$ cat config.mk
export PLATFORM = sky130hd
export DESIGN_NAME = acr_top
export DESIGN_NICKNAME = d
export VERILOG_FILES = /design/src/hw/acr_pkg.sv /design/src/hw/acr_flags.sv /design/src/hw/acr_sync.sv /design/src/hw/acr_top.sv
export SDC_FILE = /design/constraint.sdc
export NUM_CORES = 1
export LEC_CHECK = 0
export BUFFER_PORTS_ARGS = -buffer_cell sky130_fd_sc_hd__buf_2
export CAP_MARGIN = 20
export CORE_ASPECT_RATIO = 2
export CORE_UTILIZATION = 42
export DETAILED_ROUTE_END_ITERATION = 8
export PLACE_DENSITY = 0.79
export RECOVER_POWER = 25
export SLEW_MARGIN = 20
export SYNTH_ARGS = -nofsm -noshare
export SYNTH_HDL_FRONTEND = slang
export SYNTH_SLANG_ARGS = --single-unit
$ cat constraint.sdc
create_clock -name clk -period 1.8 [get_ports clk]
set_input_delay 0.27 -clock clk [delete_from_list [all_inputs] [get_ports clk]]
set_output_delay 0.27 -clock clk [all_outputs]
set_load 0.03 [all_outputs]
$ cat src/hw/acr_pkg.sv
// Package: register map, field positions and reset values of control reg A
package acr_pkg;
    localparam int          ADDR_W         = 4;
    // Printed offsets 0x00 and 0x01 are indices; byte address is index * 4
    localparam logic [3:0]  IDX_CTRL_A_CH0 = 4'h0;
    localparam logic [3:0]  IDX_CTRL_A_CH1 = 4'h1;
    localparam logic [3:0]  IDX_CTRL_B_CH0 = 4'h2;
    localparam logic [3:0]  IDX_CTRL_B_CH1 = 4'h3;
    localparam logic [3:0]  IDX_STAT_CH0   = 4'h4;
    localparam logic [3:0]  IDX_STAT_CH1   = 4'h5;
    // Control register A fields
    localparam int          B_WAKE         = 7;
    localparam int          B_RXEN         = 6;
    localparam int          B_TXEN         = 5;
    localparam int          B_PIN4         = 4;
    localparam int          B_MPB_EFC      = 3;
    localparam int          B_DLEN         = 2;
    localparam int          B_PAR          = 1;
    localparam int          B_STOP         = 0;
    // Control register B: only the format select bit lives here
    localparam int          B_MPF          = 6;
    // Status register fields
    localparam int          S_RXFULL       = 7;
    localparam int          S_OVR          = 6;
    localparam int          S_PERR         = 5;
    localparam int          S_FERR         = 4;
    localparam int          S_TXEMPTY      = 1;
    localparam logic [7:0]  RST_CTRL_A_CH0 = 8'h10;
    localparam logic [7:0]  RST_CTRL_A_CH1 = 8'h00;
    localparam logic [1:0]  RESP_OKAY      = 2'h0;
    localparam logic [1:0]  RESP_SLVERR    = 2'h2;
endpackage

$ cat src/hw/acr_flags.sv
// Receive and transmit flag keeping for one serial channel
module acr_flags (
    // Clock and reset
    input  wire logic clk,
    input  wire logic resetn,
    input  wire logic ce,
    // Receive events from the shifter
    input  wire logic frame_done,
    input  wire logic frame_addr_bit,
    input  wire logic frame_ovr,
    input  wire logic frame_perr,
    input  wire logic frame_ferr,
    // Control
    input  wire logic mp_fmt,
    input  wire logic wake_en,
    input  wire logic parity_en,
    input  wire logic err_clear,
    input  wire logic rx_read,
    input  wire logic tx_load,
    input  wire logic tx_taken,
    input  wire logic halt,
    // Flags
    output logic      rx_full_q,
    output logic      ovr_q,
    output logic      perr_q,
    output logic      ferr_q,
    output logic      tx_empty_q,
    output logic      addr_bit_q
);
    logic frame_counts;
    logic par_ok;

    // Wake filter applies only in multiprocessor format
    assign frame_counts = frame_done & (~mp_fmt | ~wake_en | frame_addr_bit);
    assign par_ok       = parity_en & ~mp_fmt;

    // Flags: an event in the clearing cycle wins over the clear; halt wins over the event, except that addr_bit_q still loads
    always_ff @(posedge clk or negedge resetn) begin
        if (!resetn) begin
            rx_full_q  <= 1'b0;
            ovr_q      <= 1'b0;
            perr_q     <= 1'b0;
            ferr_q     <= 1'b0;
            tx_empty_q <= 1'b1;
            addr_bit_q <= 1'b0;
        end else if (ce) begin
            if (halt) begin
                rx_full_q  <= 1'b0;
                ovr_q      <= 1'b0;
                perr_q     <= 1'b0;
                ferr_q     <= 1'b0;
                tx_empty_q <= 1'b1;
            end else begin
                rx_full_q  <= frame_counts | (rx_full_q & ~rx_read);
                ovr_q      <= (frame_counts & frame_ovr)
                              | (ovr_q & ~err_clear);
                perr_q     <= (frame_counts & frame_perr & par_ok)
                              | (perr_q & ~err_clear);
                ferr_q     <= (frame_counts & frame_ferr)
                              | (ferr_q & ~err_clear);
                tx_empty_q <= tx_taken | (tx_empty_q & ~tx_load);
            end
            if (frame_done && mp_fmt)
                addr_bit_q <= frame_addr_bit;
        end
    end
endmodule

$ cat src/hw/acr_sync.sv
// Two-stage synchroniser for a pin input
module acr_sync (
    // Clock and reset
    input  wire logic clk,
    input  wire logic resetn,
    input  wire logic ce,
    // Pin and result
    input  wire logic d,
    output logic      q
);
    logic meta_q;

    // The first stage feeds only the second
    always_ff @(posedge clk or negedge resetn) begin
        if (!resetn) begin
            meta_q <= 1'b0;
            q      <= 1'b0;
        end else if (ce) begin
            meta_q <= d;
            q      <= meta_q;
        end
    end
endmodule

$ cat src/hw/acr_top.sv
// Control register A block for both serial channels, AXI4-Lite slave
//
// Register access over AXI4-Lite was left to the implementer.
module acr_top (
    // Clock, reset, enable
    input  wire logic        clk,
    input  wire logic        resetn,
    input  wire logic        ce,
    // AXI4-Lite write address and data
    input  wire logic [5:0]  s_axi_awaddr,
    input  wire logic        s_axi_awvalid,
    output logic             s_axi_awready,
    input  wire logic [31:0] s_axi_wdata,
    input  wire logic [3:0]  s_axi_wstrb,
    input  wire logic        s_axi_wvalid,
    output logic             s_axi_wready,
    // AXI4-Lite write response
    output logic [1:0]       s_axi_bresp,
    output logic             s_axi_bvalid,
    input  wire logic        s_axi_bready,
    // AXI4-Lite read
    input  wire logic [5:0]  s_axi_araddr,
    input  wire logic        s_axi_arvalid,
    output logic             s_axi_arready,
    output logic [31:0]      s_axi_rdata,
    output logic [1:0]       s_axi_rresp,
    output logic             s_axi_rvalid,
    input  wire logic        s_axi_rready,
    // System mode and pins
    input  wire logic        io_halt_mode,
    output logic             request_send_out_n,
    input  wire logic        chan1_ext_clock_in,
    output logic             chan1_ext_clock_out,
    output logic             chan1_ext_clock_oe,
    input  wire logic        chan1_clk_drive,
    input  wire logic        chan1_clk_gen,
    input  wire logic        dma_end_pulse,
    output logic             chan1_clk_sampled,
    // Shifter side, per channel (index = channel)
    input  wire logic [1:0]  frame_done,
    input  wire logic [1:0]  frame_addr_bit,
    input  wire logic [1:0]  frame_ovr,
    input  wire logic [1:0]  frame_perr,
    input  wire logic [1:0]  frame_ferr,
    input  wire logic [1:0]  rx_read,
    input  wire logic [1:0]  tx_load,
    input  wire logic [1:0]  tx_taken,
    output logic [1:0]       rx_en,
    output logic [1:0]       tx_en,
    output logic [1:0]       data8,
    output logic [1:0]       parity_on,
    output logic [1:0]       stop2
);
    logic [7:0] ctla_q [2];
    logic [1:0] mpf_q;
    logic       aw_q, w_q, bvalid_q, rvalid_q;
    logic [3:0] aw_idx_q;
    logic [7:0] wd_q;
    logic       wstb_q;
    logic [31:0] rdata_q;
    logic [1:0] rresp_q, bresp_q;
    logic       wr_fire, rd_fire;
    logic [3:0] ar_idx;
    logic       wr_ok, rd_ok;
    logic [1:0] wr_a, err_clr;
    logic [1:0] rx_full, ovr, perr, ferr, tx_empty, addr_bit;
    logic [7:0] rd_ctla [2];
    logic [7:0] rd_stat [2];
    logic [7:0] rd_val;

    // Write channel capture, either order
    assign s_axi_awready = ~aw_q & ~bvalid_q & ce;
    assign s_axi_wready  = ~w_q & ~bvalid_q & ce;
    assign wr_fire  = aw_q & w_q & ~bvalid_q & ce;
    assign wr_ok    = (aw_idx_q <= acr_pkg::IDX_CTRL_B_CH1);
    assign wr_a[0]  = wr_fire & wstb_q & (aw_idx_q == acr_pkg::IDX_CTRL_A_CH0);
    assign wr_a[1]  = wr_fire & wstb_q & (aw_idx_q == acr_pkg::IDX_CTRL_A_CH1);
    assign err_clr  = wr_a & {2{~wd_q[acr_pkg::B_MPB_EFC]}};

    // Write address/data holding and response
    always_ff @(posedge clk or negedge resetn) begin
        if (!resetn) begin
            aw_q     <= 1'b0;
            w_q      <= 1'b0;
            aw_idx_q <= 4'h0;
            wd_q     <= 8'h00;
            wstb_q   <= 1'b0;
            bvalid_q <= 1'b0;
            bresp_q  <= 2'h0;
        end else if (ce) begin
            if (s_axi_awvalid && s_axi_awready) begin
                aw_q     <= 1'b1;
                aw_idx_q <= s_axi_awaddr[5:2];
            end
            if (s_axi_wvalid && s_axi_wready) begin
                w_q    <= 1'b1;
                wd_q   <= s_axi_wdata[7:0];
                wstb_q <= s_axi_wstrb[0];
            end
            if (wr_fire) begin
                aw_q     <= 1'b0;
                w_q      <= 1'b0;
                bvalid_q <= 1'b1;
                bresp_q  <= wr_ok ? acr_pkg::RESP_OKAY : acr_pkg::RESP_SLVERR;
            end else if (bvalid_q && s_axi_bready) begin
                bvalid_q <= 1'b0;
            end
        end
    end
    assign s_axi_bvalid = bvalid_q & ce;
    assign s_axi_bresp  = bresp_q;

    // Control register A per channel; enables cleared by halt
    always_ff @(posedge clk or negedge resetn) begin
        if (!resetn) begin
            ctla_q[0] <= acr_pkg::RST_CTRL_A_CH0;
            ctla_q[1] <= acr_pkg::RST_CTRL_A_CH1;
            mpf_q     <= 2'h0;
        end else if (ce) begin
            for (int c = 0; c < 2; c++) begin
                if (wr_a[c])
                    ctla_q[c] <= wd_q;
                if (io_halt_mode) begin
                    ctla_q[c][acr_pkg::B_RXEN] <= 1'b0;
                    ctla_q[c][acr_pkg::B_TXEN] <= 1'b0;
                end
            end
            if (wr_fire && wstb_q) begin
                if (aw_idx_q == acr_pkg::IDX_CTRL_B_CH0)
                    mpf_q[0] <= wd_q[acr_pkg::B_MPF];
                if (aw_idx_q == acr_pkg::IDX_CTRL_B_CH1)
                    mpf_q[1] <= wd_q[acr_pkg::B_MPF];
            end
        end
    end

    // Per-channel control outputs
    generate
        for (genvar c = 0; c < 2; c++) begin : g_ch
            assign rx_en[c]     = ctla_q[c][acr_pkg::B_RXEN];
            assign tx_en[c]     = ctla_q[c][acr_pkg::B_TXEN];
            assign data8[c]     = ctla_q[c][acr_pkg::B_DLEN];
            assign stop2[c]     = ctla_q[c][acr_pkg::B_STOP];
            // Multiprocessor format has no parity
            assign parity_on[c] = ctla_q[c][acr_pkg::B_PAR] & ~mpf_q[c];

            acr_flags u_flags (
                .clk            (clk),
                .resetn         (resetn),
                .ce             (ce),
                .frame_done     (frame_done[c] & rx_en[c]),
                .frame_addr_bit (frame_addr_bit[c]),
                .frame_ovr      (frame_ovr[c]),
                .frame_perr     (frame_perr[c]),
                .frame_ferr     (frame_ferr[c]),
                .mp_fmt         (mpf_q[c]),
                .wake_en        (ctla_q[c][acr_pkg::B_WAKE]),
                .parity_en      (ctla_q[c][acr_pkg::B_PAR]),
                .err_clear      (err_clr[c]),
                .rx_read        (rx_read[c]),
                .tx_load        (tx_load[c]),
                .tx_taken       (tx_taken[c] & tx_en[c]),
                .halt           (io_halt_mode),
                .rx_full_q      (rx_full[c]),
                .ovr_q          (ovr[c]),
                .perr_q         (perr[c]),
                .ferr_q         (ferr[c]),
                .tx_empty_q     (tx_empty[c]),
                .addr_bit_q     (addr_bit[c])
            );
            // Bit 3 reads the last address bit; stored write value ignored
            assign rd_ctla[c] = {ctla_q[c][7:4], addr_bit[c],
                                 ctla_q[c][2:0]};
            assign rd_stat[c] = {rx_full[c], ovr[c], perr[c], ferr[c],
                                 2'b00, tx_empty[c], 1'b0};
        end
    endgenerate

    // Channel 0 request-to-send pin, active low
    assign request_send_out_n = ctla_q[0][acr_pkg::B_PIN4];

    // Channel 1 shared pin: external clock or end-of-DMA pulse
    assign chan1_ext_clock_out = ctla_q[1][acr_pkg::B_PIN4] ?
                                 dma_end_pulse : chan1_clk_gen;
    assign chan1_ext_clock_oe  = ctla_q[1][acr_pkg::B_PIN4] |
                                 chan1_clk_drive;

    acr_sync u_ck1 (
        .clk    (clk),
        .resetn (resetn),
        .ce     (ce),
        .d      (chan1_ext_clock_in),
        .q      (chan1_clk_sampled)
    );

    // Read decode
    assign s_axi_arready = ~rvalid_q & ce;
    assign rd_fire = s_axi_arvalid & ~rvalid_q & ce;
    assign ar_idx  = s_axi_araddr[5:2];
    assign rd_ok   = (ar_idx <= acr_pkg::IDX_STAT_CH1);
    assign rd_val  = (ar_idx == acr_pkg::IDX_CTRL_A_CH0) ? rd_ctla[0] :
                     (ar_idx == acr_pkg::IDX_CTRL_A_CH1) ? rd_ctla[1] :
                     (ar_idx == acr_pkg::IDX_CTRL_B_CH0) ?
                         {1'b0, mpf_q[0], 6'h00} :
                     (ar_idx == acr_pkg::IDX_CTRL_B_CH1) ?
                         {1'b0, mpf_q[1], 6'h00} :
                     (ar_idx == acr_pkg::IDX_STAT_CH0) ? rd_stat[0] :
                     (ar_idx == acr_pkg::IDX_STAT_CH1) ? rd_stat[1] :
                     8'h00;

    // Read response
    always_ff @(posedge clk or negedge resetn) begin
        if (!resetn) begin
            rvalid_q <= 1'b0;
            rdata_q  <= 32'h0000_0000;
            rresp_q  <= 2'h0;
        end else if (ce) begin
            if (rd_fire) begin
                rvalid_q <= 1'b1;
                rdata_q  <= {24'h00_0000, rd_val};
                rresp_q  <= rd_ok ? acr_pkg::RESP_OKAY : acr_pkg::RESP_SLVERR;
            end else if (rvalid_q && s_axi_rready) begin
                rvalid_q <= 1'b0;
            end
        end
    end
    assign s_axi_rvalid = rvalid_q & ce;
    assign s_axi_rdata  = rdata_q;
    assign s_axi_rresp  = rresp_q;

    // Checks
    property p_rx_halt;
        @(posedge clk) disable iff (!resetn)
        (ce && io_halt_mode) |=> !rx_en[0] && !rx_en[1];
    endproperty
    a_rx_halt: assert property (p_rx_halt) else $error("rx enable on in halt");

    property p_tx_halt;
        @(posedge clk) disable iff (!resetn)
        (ce && io_halt_mode) |=> !tx_en[0] && !tx_en[1];
    endproperty
    a_tx_halt: assert property (p_tx_halt) else $error("tx enable on in halt");

    property p_rxen_wr;
        @(posedge clk) disable iff (!resetn)
        (wr_a[0] && !io_halt_mode) |=> rx_en[0] == $past(wd_q[6]);
    endproperty
    a_rxen_wr: assert property (p_rxen_wr) else $error("rx enable not written");

    property p_txen_wr;
        @(posedge clk) disable iff (!resetn)
        (wr_a[1] && !io_halt_mode) |=> tx_en[1] == $past(wd_q[5]);
    endproperty
    a_txen_wr: assert property (p_txen_wr) else $error("tx enable not written");

    property p_rts;
        @(posedge clk) disable iff (!resetn)
        wr_a[0] |=> request_send_out_n == $past(wd_q[4]);
    endproperty
    a_rts: assert property (p_rts) else $error("request pin not following");

    property p_errclr;
        @(posedge clk) disable iff (!resetn)
        (err_clr[0] && !frame_done[0]) |=> !ovr[0] && !ferr[0] && !perr[0];
    endproperty
    a_errclr: assert property (p_errclr) else $error("errors not cleared");

    property p_errkeep;
        @(posedge clk) disable iff (!resetn)
        (ce && wr_a[0] && wd_q[3] && ovr[0] && !io_halt_mode) |=> ovr[0];
    endproperty
    a_errkeep: assert property (p_errkeep) else $error("overrun lost");

    property p_rxfull;
        @(posedge clk) disable iff (!resetn)
        (ce && frame_done[0] && rx_en[0] && !mpf_q[0] && !io_halt_mode)
        |=> rx_full[0];
    endproperty
    a_rxfull: assert property (p_rxfull) else $error("rx full not set");

    property p_dma_pin;
        @(posedge clk) disable iff (!resetn)
        ctla_q[1][4] |-> chan1_ext_clock_oe &&
                         chan1_ext_clock_out == dma_end_pulse;
    endproperty
    a_dma_pin: assert property (p_dma_pin) else $error("pin not dma end");

    property p_rx_off;
        @(posedge clk) disable iff (!resetn)
        (ce && !rx_en[0] && !err_clr[0] && !io_halt_mode)
        |=> $stable({ovr[0], ferr[0], perr[0]});
    endproperty
    a_rx_off: assert property (p_rx_off)
        else $error("error flags moved");

    property p_tx_off;
        @(posedge clk) disable iff (!resetn)
        (ce && !tx_en[0] && !tx_load[0] && !io_halt_mode)
        |=> $stable(tx_empty[0]);
    endproperty
    a_tx_off: assert property (p_tx_off)
        else $error("tx empty moved");

    property p_addr_bit;
        @(posedge clk) disable iff (!resetn)
        (ce && frame_done[1] && rx_en[1] && mpf_q[1])
        |=> rd_ctla[1][acr_pkg::B_MPB_EFC] == $past(frame_addr_bit[1]);
    endproperty
    a_addr_bit: assert property (p_addr_bit)
        else $error("address bit not held");

    property p_wake_skip;
        @(posedge clk) disable iff (!resetn)
        (ce && frame_done[1] && mpf_q[1] && ctla_q[1][acr_pkg::B_WAKE] &&
         !frame_addr_bit[1] && !rx_read[1] && !err_clr[1] && !io_halt_mode)
        |=> $stable({rx_full[1], ovr[1], perr[1], ferr[1]});
    endproperty
    a_wake_skip: assert property (p_wake_skip)
        else $error("filtered frame counted");

    property p_wake_off;
        @(posedge clk) disable iff (!resetn)
        (ce && frame_done[1] && rx_en[1] && mpf_q[1] &&
         !ctla_q[1][acr_pkg::B_WAKE] && !io_halt_mode) |=> rx_full[1];
    endproperty
    a_wake_off: assert property (p_wake_off)
        else $error("frame not counted");

    c_write:  cover property (@(posedge clk) wr_fire);
    c_read:   cover property (@(posedge clk) rd_fire);
    c_filter: cover property (@(posedge clk) frame_done[1] && mpf_q[1]
                              && ctla_q[1][7] && !frame_addr_bit[1]);
endmodule
# Word-level counts from Yosys, hierarchy flattened
# Cells that the tools add are included.
dict set report word_totals {
  word_cells 174
  memories 0
  output_inout_bits 55
  latchBits 0
  rom_bits 0
  ram_bits 0
  reg_bits 61
}
dict set report op_classes {
  addsub 0
  order_cmp 2
  multipliers 0
  mux 31
  n_eq_ne 8
  reduce_logical 31
  n_bitwise 72
  n_div 0
  shifts 0
}
# op count
set op_table {}
lappend op_table {{$mux W8} 6}
lappend op_table {{$and A1 B1 Y1} 41}
lappend op_table {{$reduce_and A2 Y1} 14}
lappend op_table {{$mux W1} 19}
lappend op_table {{$eq A4 B2 Y1 const B} 4}
lappend op_table {{$not A1 Y1} 15}
lappend op_table {{$or A1 B1 Y1} 15}
lappend op_table {{$mux W7} 2}
lappend op_table {{$reduce_bool A2 Y1} 6}
lappend op_table {{$eq A4 B1 Y1 const B} 2}
lappend op_table {{$eq A4 B3 Y1 const B} 2}
lappend op_table {{$logic_not A4 Y1} 2}
lappend op_table {{$mux W2} 4}
lappend op_table {{$logic_and A1 B1 Y1} 7}
lappend op_table {{$reduce_and A3 Y1} 2}
lappend op_table {{$le A4 B2 Y1 const B} 1}
lappend op_table {{$le A4 B3 Y1 const B} 1}
lappend op_table {{$and A2 B2 Y2} 1}

# Logic depth before layout (Yosys ltp)
dict set report logic_depth {
  ltp_word 10
  mapped_depth 6
  mapped_depth_nobuf 4
}

# Modules after synthesis
# A second synthesis with hierarchy kept.
dict set report hier_totals {
  cells_unflattened 248
  area_unflattened_um2 2850.2
}
# mod area_per_inst_um2 n_inst cells_per_inst seq_area_each_um2
set by_module_without_submodules {}
lappend by_module_without_submodules {acr_top 2232.1 1 192 1077.3}
lappend by_module_without_submodules {acr_flags 272.8 2 26 151.4}
lappend by_module_without_submodules {acr_sync 72.6 1 4 50.0}

# Least setup slack after synthesis
# Ideal clock, no wire load.
dict set report synth_path {
  path_kind {in2reg}
  start {in ce}
  end {reg wd_q[0]}
  path_stages 6
  t_arrival_ns 1.726
  path_slack_ns -0.051
  cell_sequence {clkbuf_1 -> nand2b_1 -> nor2_1 -> and2_1 -> buf_2 -> mux2_2}
}
dict set report synth_via {
  elab_chain_len 3
}
# element line
set synth_rtl {}
lappend synth_rtl {{start, declared} acr_top.sv:8} ;# input wire logic ce,
lappend synth_rtl {{$and A1 B1 Y1} acr_top.sv:73} ;# assign s_axi_wready = ~w_q & ~bvalid_q & ce;
lappend synth_rtl {{via s_axi_wready} acr_top.sv:16} ;# output logic s_axi_wready,
lappend synth_rtl {{$logic_and A1 B1 Y1} acr_top.sv:95} ;# if (s_axi_wvalid && s_axi_wready) begin
lappend synth_rtl {{$reduce_and A2 Y1 (no line)} -}
lappend synth_rtl {{end signal, assigned} acr_top.sv:97} ;# wd_q <= s_axi_wdata[7:0];
lappend synth_rtl {{end, declared} acr_top.sv:58} ;# logic [7:0] wd_q;
# The timed path passes the listed nets, and every way through them passes these cells.
# A chain may end at the register's enable or synchronous reset.

# Worst setup path after layout
dict set report layout_path {
  start {reg aw_idx_q[3]}
  end {reg ctla_q, in the netlist data8[1]}
}
dict set report layout_via {
  elab_chain_len 3
}
# element line
set layout_rtl {}
lappend layout_rtl {{start, declared} acr_top.sv:57} ;# logic [3:0] aw_idx_q;
lappend layout_rtl {{start signal, assigned} acr_top.sv:93} ;# aw_idx_q <= s_axi_awaddr[5:2];
lappend layout_rtl {{$eq A4 B1 Y1} acr_top.sv:77} ;# assign wr_a[1] = wr_fire & wstb_q & (aw_idx_q == acr_pkg::IDX_CTRL_A_CH1);
lappend layout_rtl {{$and A1 B1 Y1} acr_top.sv:77}
lappend layout_rtl {{$reduce_and A2 Y1 (no line)} -}
lappend layout_rtl {{end signal, assigned by index} acr_top.sv:122} ;# ctla_q[c] <= wd_q;
lappend layout_rtl {{end, declared} acr_top.sv:54} ;# logic [7:0] ctla_q [2];
# Every way passes these cells.

==> summary.txt <==
Yosys
  – Post-synthesis register bit count: 57
  – Number of flops mapped to enable cells by yosys: 0
  – Sequential element share of the synthesized area: 50.58%
  – Yosys warning count: 0
  – Post-Synthesis Mean Instance Area: 11.83 um^2
  – Cells after synthesis: 239
  – Distinct cell type count of the synthesized netlist: 39
  – Mapped Area: 0.002828 mm^2
  – Flip-flop cell with the highest count after synthesis: dfrtp_1
  – Async set or reset register ratio after synthesis: 100.0%

Global routing
  – Antenna violations before repair: 0
  – Number of global-route vias before repair: 2090
  – Maximum number of pins on one net before global-route repair: 41
  – Residual overflow from global routing: 0
  – Global-route wire length before repair: 10.23 mm
  – Global-route total usage across every layer: 20.31%

Power and ir drop
  – Worst IR Drop VDD: 0.0009191 V
  – Pwr/cell area: 1366 mW/mm^2
  – Leakage power: 1.776 nW
  – Overall power of the completed layout: 4.833 mW

Clock tree
  – Number of levels the H-tree was split into: 3
  – Clock transition at the registers of the reported paths: 0.05 ns
  – Clock root buffer: clkbuf_16
  – Number of clock buffers inserted by TritonCTS: 9
  – Clk Latency, worst-skew pair: 0.33 ns
  – Clk sink count: 57
  – CTS tree: done
  – Number of buffers inserted by post-CTS setup repair: 0
  – Largest buffer count on any clock path: 2

Timing
  – Unrepaired setup endpoints after global routing: true
  – Slew Limit Headroom: 32.05%
  – Achievable Freq: 547.7 MHz
  – Fin Hold WS: 0.1195 ns
  – Final setup margin: -0.02571 ns
  – Ratio of final minimum period to clock period: 101.4%
  – Finish-stage setup viols: 6
  – Worst Skew: 0.007236 ns
  – Slew of the pin with the lowest slew margin: 1.019 ns
  – Hold violation total from the final report: 0
  – Number of max-slew violations in the final report: 0
  – Post-route minimum period: 1.826 ns

Die
  – Height of the die: 118.0 um
  – Initial core utilization: 43.05%
  – Die X-Extent: 60.02 um
  – Area of the die: 0.007085 mm^2
  – Number of cell rows: 42
  – Core region area: 0.006569 mm^2
  – Number of top-level pins: 132

Route
  – Number of iterations in the first detailed-routing pass: 6
  – Vias per cell: 5.124
  – Routed Wire Length: 6.544 mm
  – Post-route ant nets: 0
  – Routed WL per cell: 15.96 um
  – DRT iter0 DRCs: 55
  – Residual DRC count: 0
  – Via Count: 2101

Cells and area
  – Total inserted antenna cells: 0
  – Multi-input combinational cell area: 0.001194 mm^2
  – Share of post-route cells with drive strength above 1: 43.79%
  – Finished Core Util: 53.87%
  – Filler cells: 578
  – Most common cell after layout, fill and taps aside: buf_2
  – Layout Cells excl Fill: 410
  – Area taken by flip-flops and latches: 0.001430 mm^2
  – Layout area overhead: 25.13%
  – Most used cells in the layout excluding fill and tap cells: buf_2 (72), dfrtp_1 (54), conb_1 (26)
  – Net count, final: 394

Worst hold path
  – Type of the worst min-delay path: primary input to flop

Placed design
  – Dpl hpwl: 4.816 mm
  – I/O Buffers: 74
  – Worst slack after detailed placement: -0.02411 ns
  – Final estimated routing congestion in global placement: 0.7861
  – Cell count after placement: 393

Setup path
  – Largest delay contributor family on the critical path: simple AND/OR/NAND/NOR gates
  – Required time of the critical path: 2.01 ns
  – Combined buffer and inverter count along the critical path: 1
  – Arrival time worst endpoint: 2.04 ns
  – Slowest stage delay, CP: 0.52 ns
  – Worst setup EP type: flop
  – Worst-path fanout max: 9
  – Minimum setup slack among reg-to-reg paths: -0.03 ns
  – Worst-path cell with the longest stage delay: or4b_4
  – Cells along the critical path: or4b_4 > or3_1 > buf_6 > mux2_4
  – Critical path type: flop to flop
  – Kind of start point of the critical path: flop

Outcome
  – Status: finished with violations
  – Failing checks: setup timing

Job
  – Number of violations of the max-capacitance limit: 0
Yosys cell counts (2+ instances only):
cell	instances	area share, %
a21o_1	2	0.53
a32oi_1	2	0.62
nand4_1	3	0.66
a32o_1	4	1.4
nand3_1	2	0.35
nand2_1	19	2.5
mux2_2	25	10
clkbuf_1	6	0.80
mux2_4	5	2.7
a21oi_1	7	1.2
nor3_1	4	0.71
nor2b_1	5	1.1
buf_2	2	0.35
dfrtp_1	54	48
o21ai_0	9	1.6
o2111ai_1	2	0.62
mux2i_1	5	1.8
inv_1	2	0.27
and2_1	3	0.66
dfstp_2	3	2.8
or2_2	2	0.44
mux4_2	4	3.2
a22o_1	10	3.1
nor2_1	9	1.2
buf_4	36	9.6
flip-flops by register name, summed over array words and instances, names as in the netlist, 4 cells and up:
name	flops
wd_q	8
s_axi_rdata	8
aw_idx_q	4
ctla_q	5
worst register-to-register path: stages, from the launching register on:
cell     delay (ns)
dfrtp_1        0.39
or4b_4         0.52
or3_1          0.34
buf_6          0.16
mux2_4         0.30
power by group:
| group | switching [mW] | total [mW] | internal (mW) |
|---|---|---|---|
| sequential | 0.279 | 1.89 | 1.61 |
| clock | 0.606 | 1.71 | 1.11 |
| combinational | 0.672 | 1.23 | 0.560 |
layer usage:
layer	wire length [um]	global-route usage, %	vias to the layer above
li1	-	-	951
met1	2238	21.11	1030
met2	3749	34.58	103
met3	344	4.396	17
met4	211	13.37	0
met5	0	0	-
layout make-up:
type	instances	area share, %
inverters	2	0.2122
flip-flops and latches	57	40.42
well taps	88	3.112
clock inverters	6	1.874
repair buffers	87	13.90
clock buffers	10	6.754
multi-input cells	160	33.73
through the flow:
| stage | cell area (um^2) | setup TNS, ns |
|---|---|---|
| floorplan | 2924 | -0.009055 |
| global placement | 3206 | -0.06124 |
| detailed placement | 3206 | -0.09447 |
| CTS | 3528 | -0.02503 |
| global route | 3538 | -0.5321 |
| finish | 3538 | -0.1174 |
kinds of logic (layout without fill, tap and decap cells):
group / count (synthesis) / in the layout / share of synthesized area, %
AND/OR/NAND/NOR: 58 / 58 / 10.93
flip-flops: 57 / 57 / 50.58
buffers and inverters: 47 / 105 / 11.37
multiplexers: 39 / 39 / 17.57
AO/OA/AOI/OAI: 37 / 37 / 9.425
other: 1 / 26 / 0.1326
timing repair:
item,in CTS,in global routing
endpoints found under the setup margin,6,13
cloned,0,0
hold buffers,1,0
resized for setup,2,6
endpoints found under the hold margin,17,0
pin swaps,0,1
final timing paths:
kind,start,endpoint,cells past startpoint
worst max register to register,aw_idx_q[3],data8[1],4
max in group asynchronous,resetn,request_send_out_n,3
worst max-delay path,aw_idx_q[3],data8[1],4
worst min-delay path,s_axi_rready,rvalid_q,2
worst min register to register,s_axi_rresp[1],s_axi_rresp[1],2
min in group asynchronous,resetn,rvalid_q,2
Power figures use the tool's default switching activity.
